--- config.mk ---
export PLATFORM = sky130hd
export DESIGN_NAME = frrs_top
export DESIGN_NICKNAME = d
export VERILOG_FILES = /design/src/design/frrs_pkg.sv /design/src/design/frrs_top.sv
export SDC_FILE = /design/constraint.sdc
export NUM_CORES = 1
export LEC_CHECK = 0
export BUFFER_PORTS_ARGS = -buffer_cell sky130_fd_sc_hd__buf_2
export CAP_MARGIN = 10
export CORE_MARGIN = 2
export CORE_UTILIZATION = 41
export CTS_CLUSTER_DIAMETER = 60
export DETAILED_ROUTE_END_ITERATION = 8
export PLACE_DENSITY = 0.83
export SYNTH_ARGS = -nofsm -noshare
export SYNTH_HDL_FRONTEND = slang
export SYNTH_SLANG_ARGS = --single-unit
--- constraint.sdc ---
create_clock -name hclk -period 1.8 [get_ports hclk]
set_input_delay 0.18 -clock hclk [delete_from_list [all_inputs] [get_ports hclk]]
set_output_delay 0.18 -clock hclk [all_outputs]
set_load 0.005 [all_outputs]
--- src/design/frrs_pkg.sv ---
// Purpose: constants for the floppy rate control and result status block
// Assumes: 32-bit AHB-Lite register access, one word per register
package frrs_pkg;
    // =====================================================================
    // register byte addresses
    // =====================================================================
    localparam logic [11:0] FRRS_RATE_CONTROL_OFS = 12'h3f7; // printed offset
    // the printed offset is a register index, so its word sits at four times it
    localparam logic [11:0] FRRS_RATE_CONTROL_ADR = {FRRS_RATE_CONTROL_OFS[9:0], 2'b00};
    localparam logic [11:0] FRRS_INPUT_ADR        = 12'h000; // readback of flag
    localparam logic [11:0] FRRS_CONFIG_ADR       = 12'h004; // mode bits
    localparam logic [11:0] FRRS_RESULT_ADR       = 12'h008; // result bytes
    localparam logic [11:0] FRRS_EVENT_ADR        = 12'h00c; // sticky events
    localparam logic [11:0] FRRS_MASK_ADR         = 12'h010; // event mask
    // =====================================================================
    // field positions and reset values
    // =====================================================================
    localparam int          FRRS_PRECOMP_BIT   = 2;
    localparam int          FRRS_IDENT_BIT     = 1;
    localparam int          FRRS_VARIANT_BIT   = 0;
    localparam logic [1:0]  FRRS_RATE_RST      = 2'h2;
    localparam logic [1:0]  FRRS_CONFIG_RST    = 2'h2;
    localparam logic [1:0]  FRRS_RATE_1M       = 2'h3;
    localparam logic [1:0]  FRRS_RATE_500K     = 2'h0;
    localparam logic [1:0]  FRRS_EVENTS_RST    = 2'h0;
    // termination codes
    localparam logic [1:0]  FRRS_TERM_NORMAL   = 2'h0;
    localparam logic [1:0]  FRRS_TERM_ABNORMAL = 2'h1;
    localparam logic [1:0]  FRRS_TERM_INVALID  = 2'h2;
    localparam logic [1:0]  FRRS_TERM_POLLING  = 2'h3;
    // register set modes
    typedef enum logic [2:0] {
        FRRS_MODE_COMPAT = 3'b001,
        FRRS_MODE_SECOND = 3'b010,
        FRRS_MODE_THIRD  = 3'b100
    } frrs_mode_t;
endpackage : frrs_pkg

--- src/design/frrs_top.sv ---
// Purpose: rate control register, density select and result status encoding
// Assumes: single AHB-Lite master, all inputs synchronous to hclk
// Notes: event bit 0 = result ready, bit 1 = illegal FM rate code
//
// Chosen here: the AHB-Lite interface to the registers.
`timescale 1ns/100ps
module frrs_top import frrs_pkg::*; (
    input  wire logic        hclk,
    input  wire logic        hresetn,
    input  wire logic        clk_en,
    input  wire logic        hsel,
    input  wire logic [31:0] haddr,
    input  wire logic [1:0]  htrans,
    input  wire logic        hwrite,
    input  wire logic [2:0]  hsize,
    input  wire logic [31:0] hwdata,
    input  wire logic        hready,
    output logic [31:0]      hrdata,
    output logic             hreadyout,
    output logic             hresp,
    output logic             irq,
    input  wire logic        soft_reset,
    input  wire logic        result_load,
    input  wire logic [1:0]  termination_code,
    input  wire logic        seek_done,
    input  wire logic        recal_no_track_zero,
    input  wire logic        seek_past_track_zero,
    input  wire logic        head_address,
    input  wire logic [1:0]  drive_number,
    input  wire logic        past_final_sector,
    input  wire logic        data_cmd_no_tc,
    input  wire logic        crc_fault,
    input  wire logic        service_late,
    input  wire logic        sector_not_found,
    input  wire logic        id_unreadable,
    input  wire logic        sequence_wrong,
    input  wire logic        write_blocked,
    input  wire logic        no_id_mark,
    input  wire logic        no_data_mark,
    output logic             density_select_out,
    output logic [1:0]       rate_code,
    output logic             fm_rate_illegal
);
    // =====================================================================
    // bus address phase capture
    // =====================================================================
    logic        wr_pend_r;      // write data phase pending
    logic        rd_pend_r;      // read data phase pending
    logic [11:0] addr_r;         // latched word address
    wire         take = hsel & hready & htrans[1] & clk_en;
    wire  [11:0] word_adr = {haddr[11:2], 2'b00};

    always_ff @(posedge hclk or negedge hresetn) begin
        if (!hresetn) begin
            wr_pend_r <= 1'b0;
            rd_pend_r <= 1'b0;
            addr_r    <= 12'h000;
        end else if (clk_en) begin
            wr_pend_r <= take & hwrite;
            rd_pend_r <= take & ~hwrite;
            if (take) begin
                addr_r <= word_adr;
            end
        end
    end

    wire wr_rate   = wr_pend_r & (addr_r == FRRS_RATE_CONTROL_ADR);
    wire wr_config = wr_pend_r & (addr_r == FRRS_CONFIG_ADR);
    wire wr_mask   = wr_pend_r & (addr_r == FRRS_MASK_ADR);
    // the rate register owns a whole word; its byte is the low lane
    wire [7:0] rate_byte = hwdata[7:0];

    // =====================================================================
    // rate control and mode configuration
    // =====================================================================
    logic [1:0] rate_r;          // rate code, kept over soft reset
    logic       precomp_r;       // skip-precomp flag, no function
    logic [1:0] config_r;        // ident and variant_select_bit
    logic       dens_r;          // density select output flop

    // mode decode: ident high is the compatible set
    function automatic frrs_mode_t mode_of(input logic [1:0] c);
        if (c[FRRS_IDENT_BIT]) begin
            return FRRS_MODE_COMPAT;
        end else if (c[FRRS_VARIANT_BIT]) begin
            return FRRS_MODE_SECOND;
        end
        return FRRS_MODE_THIRD;
    endfunction : mode_of

    wire frrs_mode_t mode = mode_of(config_r);
    wire third_mode = (mode == FRRS_MODE_THIRD);
    // fast rates give low density when ident is 0, inverted at 1
    wire fast_rate  = (rate_r == FRRS_RATE_1M) | (rate_r == FRRS_RATE_500K);
    wire dens_nxt   = config_r[FRRS_IDENT_BIT] ? fast_rate : ~fast_rate;

    // upper bits are ignored except bit 2, the precomp flag in the third set; software is expected to keep them 0
    always_ff @(posedge hclk or negedge hresetn) begin
        if (!hresetn) begin
            rate_r    <= FRRS_RATE_RST;
            precomp_r <= 1'b0;
            config_r  <= FRRS_CONFIG_RST;
            dens_r    <= 1'b1;
        end else if (clk_en) begin
            if (wr_rate) begin
                rate_r <= rate_byte[1:0];
                if (third_mode) begin
                    precomp_r <= rate_byte[FRRS_PRECOMP_BIT];
                end
            end
            if (wr_config) begin
                config_r <= hwdata[1:0];
            end
            // soft reset does not touch density or flag
            dens_r <= dens_nxt;
        end
    end

    // =====================================================================
    // result status bytes
    // =====================================================================
    logic [7:0] st0_r;           // first result status byte
    logic [7:0] st1_r;           // second result status byte
    wire  [7:0] st0_nxt = {termination_code,
                           seek_done,
                           recal_no_track_zero | seek_past_track_zero,
                           1'b0, head_address, drive_number};
    wire  [7:0] st1_nxt = {past_final_sector | data_cmd_no_tc,
                           1'b0,
                           crc_fault,
                           service_late,
                           1'b0,
                           sector_not_found | id_unreadable | sequence_wrong,
                           write_blocked,
                           no_id_mark | no_data_mark};

    // soft reset clears result bytes; the core restarts idle
    always_ff @(posedge hclk or negedge hresetn) begin
        if (!hresetn) begin
            st0_r <= 8'h00;
            st1_r <= 8'h00;
        end else if (clk_en) begin
            if (soft_reset) begin
                st0_r <= 8'h00;
                st1_r <= 8'h00;
            end else if (result_load) begin
                st0_r <= st0_nxt;
                st1_r <= st1_nxt;
            end
        end
    end

    // =====================================================================
    // events, mask and interrupt
    // =====================================================================
    logic [1:0] ev_r;            // sticky: result ready, illegal fm code
    logic [1:0] mask_r;          // 1 enables the event onto irq
    logic       irq_r;
    wire  fm_bad   = ~config_r[FRRS_VARIANT_BIT] & (rate_r == FRRS_RATE_1M);
    wire  [1:0] ev_set = {fm_bad, result_load & ~soft_reset};
    wire  rd_ev    = rd_pend_r & (addr_r == FRRS_EVENT_ADR);
    // set beats the clear of a read in the same cycle
    wire  [1:0] ev_nxt = (rd_ev ? 2'b00 : ev_r) | ev_set;

    always_ff @(posedge hclk or negedge hresetn) begin
        if (!hresetn) begin
            ev_r   <= FRRS_EVENTS_RST;
            mask_r <= 2'b00;
            irq_r  <= 1'b0;
        end else if (clk_en) begin
            ev_r   <= ev_nxt;
            irq_r  <= |(ev_nxt & (wr_mask ? hwdata[1:0] : mask_r));
            if (wr_mask) begin
                mask_r <= hwdata[1:0];
            end
        end
    end

    // =====================================================================
    // read data, registered in the address phase
    // =====================================================================
    logic [31:0] rdata_r;
    logic [31:0] rsel;
    always_comb begin
        rsel = 32'h0000_0000;
        case (word_adr)
            FRRS_INPUT_ADR:  rsel = {29'h0, precomp_r & third_mode, rate_r};
            FRRS_CONFIG_ADR: rsel = {30'h0, config_r};
            FRRS_RESULT_ADR: rsel = {16'h0, st1_r, st0_r};
            FRRS_EVENT_ADR:  rsel = {30'h0, ev_r};
            FRRS_MASK_ADR:   rsel = {30'h0, mask_r};
            default:         rsel = 32'h0000_0000; // rate reg is write-only
        endcase
    end

    always_ff @(posedge hclk or negedge hresetn) begin
        if (!hresetn) begin
            rdata_r <= 32'h0000_0000;
        end else if (clk_en && take && !hwrite) begin
            rdata_r <= rsel;
        end
    end

    // =====================================================================
    // outputs, all from flops except hreadyout and hresp, which are tied constants
    // =====================================================================
    logic [1:0] rate_out_r;
    logic       fm_ill_r;
    always_ff @(posedge hclk or negedge hresetn) begin
        if (!hresetn) begin
            rate_out_r <= FRRS_RATE_RST;
            fm_ill_r   <= 1'b0;
        end else if (clk_en) begin
            rate_out_r <= rate_r;
            fm_ill_r   <= fm_bad;
        end
    end

    assign hrdata             = rdata_r;
    assign hreadyout          = 1'b1;
    assign hresp              = 1'b0;
    assign irq                = irq_r;
    assign density_select_out = dens_r;
    assign rate_code          = rate_out_r;
    assign fm_rate_illegal    = fm_ill_r;
endmodule : frrs_top

==> reports/metrics.yaml <==
timing:
  setup_viol: 4
  tightest_slew_ns: 0.656
  fmax_ghz: 0.524
  finalCriticalPeriod_ns: 1.91
  finalCritPeriodShare_pct: 106
  fin_ws_ns: -0.108
  drv_slew: 0
  relSlewSlack_pct: 56.3
  hold_viol_final: 0
  grt_setup_unrepaired: "true"
  fin_skew_ns: 0.00740
  hold-worst-slack_ns: 0.110
clock_tree:
  cts_tree: "yes"
  clk_pin_slew_ns: 0.09
  cts.sinks: 52
  cts_buffer_depth: 2
  htreeDepth: 2
  clkLatencyLatePin_ns: 0.30
  cts_inserted_buffers: 5
  cts-root-buf: "clkbuf_8"
synth:
  ys_ff_latch: 52
  synth_top_area_cell: "dfrtp_1"
  async_reset_ff_share_pct: 100
  synth_area_sq_um: 2620
  yosys_warnings: 0
  synth_cells: 253
  synth_area_leaders: "dfrtp_1 46%, mux2_2 8.6%, buf_4 6.0%"
  ys_seq_area_share_pct: 49.8
  synth_edf_count: 0
  yosysTopAreaCellShare_pct: 45.8
  synth.distinct_cells: 50
  synth.avg_cell_area_sq_um: 10.4
  synthFlopType: "dfrtp_1"
finish:
  multi_input_area_sq_um: 1140
  fin_cells: 396
  regArea_sq_um: 1310
  syn_to_final_growth_pct: 19.6
  nNetsFinal: 414
  fillerInstances: 587
  drive_gt1_share_pct: 35.4
  antenna_cells: 0
worst_hold_path:
  holdPathStages: 2
  worstHoldEndpoint: "precomp_r"
  hold_path_class: "in -> reg"
  hp-start: "hwdata[2]"
routing:
  drc: 0
  drt_pre_antenna_iters: 4
  routedWlPerCell_um: 14.8
  vias: 2071
  vias_per_cell: 5.23
  finalWirelength_um: 5860
  ant_nets: 0
  first_iter_violations: 161
run_status:
  status: "finished, violations left"
  violations: "setup timing"
critical_path:
  cp_num_buf_inv: 0
  critPathRequiredTime_ns: 1.99
  worst_setup_path_end_kind: "register"
  path_class: "reg -> reg"
  r2r_end: "irq"
  reg2reg_depth: 4
  max_stage_delay_ns: 0.54
  cp_cell_sequence: "or4_4, nor4_4, mux2_4, a32o_1"
  cpLargestDelayFamily: "simple AND/OR/NAND/NOR gates"
  worstPathMaxFanout: 2
  cpMaxStageDelayCell: "or4_4"
  start_kind: "register"
  rrSetupSlack_ns: -0.11
  r2r-start: "addr_r[3]"
  crit_arrival_ns: 2.10
floorplanning:
  ios: 134
  rows: 29
  die_area_sq_um: 7050
  start_util_pct: 41.8
  core_area_sq_um: 6280
  fp.dieH_um: 84.0
  die_w_um: 84.0
placed_design:
  port-buffer-count: 57
  dp.cells: 385
  place_hpwl_um: 4330
  gp_congestion: 0.807
global_routing:
  grt_pass1_vias: 1975
  antenna_found_initial: 0
  grt_first_pass_wirelength_um: 9700
  grt_max_degree: 53
  track_usage_pct: 17.1
  grt-ovfl-total: 0
pwr:
  peakVddDrop_uv: 600
  p_per_area_nw_per_um2: 805
  leakage_nw: 1.50
flow_run:
  drv_cap: 0
## state kept, by name (all words and copies together) (netlist names), 2 cells and up
signal     count
config_r       2
addr_r        10
rate_r         2
mask_r         2
ev_r           2
hrdata        13
st0_r          7
rate_code      2
st1_r          6
## metrics by stage
step                power [mW]  TNS, ns  cell area (sq um)  utilization [%]  worst slack (ns)
finish                    2.52   -0.284               3140             50.0            -0.108
global route              2.66   -0.641               3140             50.0            -0.183
CTS                       2.54   -0.487               3110             49.5            -0.142
detailed placement        1.74   -0.789               2970             47.3            -0.152
global placement          1.72   -0.373               2970             47.3            -0.152
floorplan                 1.59  -0.0570               2700                -           -0.0570
## final cells by class
type	instances	share of cell area [%]
Inverter	21	2.51
Clock inverter	2	1.12
Multi-Input combinational cell	165	36.3
Sequential cell	52	41.7
Timing Repair Buffer	73	13.0
Tap cell	77	3.07
Clock buffer	6	2.31
## layout by cell type (no fill, tap or decap), drive strengths merged, types with 2 or more instances in the layout
cell    synthesis  final
a211oi          2      2
a21oi           7      7
a22oi           6      6
a31oi           2      2
and3            3      3
buf            24     72
clkbuf         10      6
conb            2     21
dfrtp          48     48
dfstp           4      4
inv            21     21
mux2           20     20
mux2i           2      2
nand2          20     20
nand2b          3      3
nand3           6      6
nand4           2      2
nor2           10     10
nor4            7      7
o21ai           6      6
o21bai          2      2
o22ai          14     14
o31ai          10     10
or4             3      3
## timing repair
action | CTS | global route
pin swaps | 1 | 1
hold buffers | 1 | 0
setup endpoints to repair | 5 | 7
setup buffers | 2 | 0
hold endpoints to repair | 3 | 0
gates resized for setup | 1 | 5
## worst max-delay path by stage
stage / start / endpoint / slack (ns) / cells after the start
floorplan: addr_r[5] / irq / -0.06 / 4
global placement: addr_r[5] / config_r[0] / -0.15 / 5
detailed placement: addr_r[5] / config_r[0] / -0.15 / 5
CTS: addr_r[9] / irq / -0.14 / 4
global route: addr_r[5] / irq / -0.18 / 4
finish: addr_r[3] / irq / -0.11 / 4
## cells in the mapped netlist, types with 2 or more instances
cell type / number
nand2_1: 20
dfstp_2: 4
a21oi_1: 7
o21ai_0: 5
mux2i_1: 2
conb_1: 2
nor4_1: 5
a211oi_1: 2
a22oi_1: 6
buf_2: 2
buf_4: 21
a31oi_1: 2
or4_1: 2
o21bai_1: 2
clkbuf_1: 10
o22ai_1: 14
inv_1: 21
nand3_1: 5
nand4_1: 2
nor2_1: 10
mux2_2: 20
dfrtp_1: 48
and3_1: 3
o31ai_1: 10
nand2b_1: 3
## power breakdown
group          leakage [nW]  total [mW]  internal (mW)  switching, mW
Combinational         0.771       0.392          0.194          0.198
Clock                0.0552       0.783          0.413          0.370
Sequential            0.671        1.35           1.27         0.0805
Total                  1.50        2.52           1.87          0.649
## cell families after synthesis
family / Yosys count / share of synthesized area, %
flip-flops: 52 / 49.8
multiplexers: 22 / 9.36
buffers and inverters: 55 / 11.0
XOR/XNOR: 1 / 0.334
AND/OR/NAND/NOR: 62 / 13.5
AO/OA/AOI/OAI: 58 / 15.2
other: 2 / 0.287
adder cells (fa/ha/maj): 1 / 0.477
## worst reg2reg max path, stage by stage (launching register included)
cell and delay [ns]:
dfrtp_1 0.41, or4_4 0.54, nor4_4 0.28, mux2_4 0.33, a32o_1 0.24
## per-layer routing
layer	GRT usage, %	vias to the layer above	share of wire (%)	routed length [um]
met5	0	-	0	0
met4	3.52	0	0.97	57
met3	3.76	8	6.0	349
met2	28.5	80	50	2920
met1	23.1	988	43	2540
li1	-	995	-	-
Power figures use the tool's default switching activity.
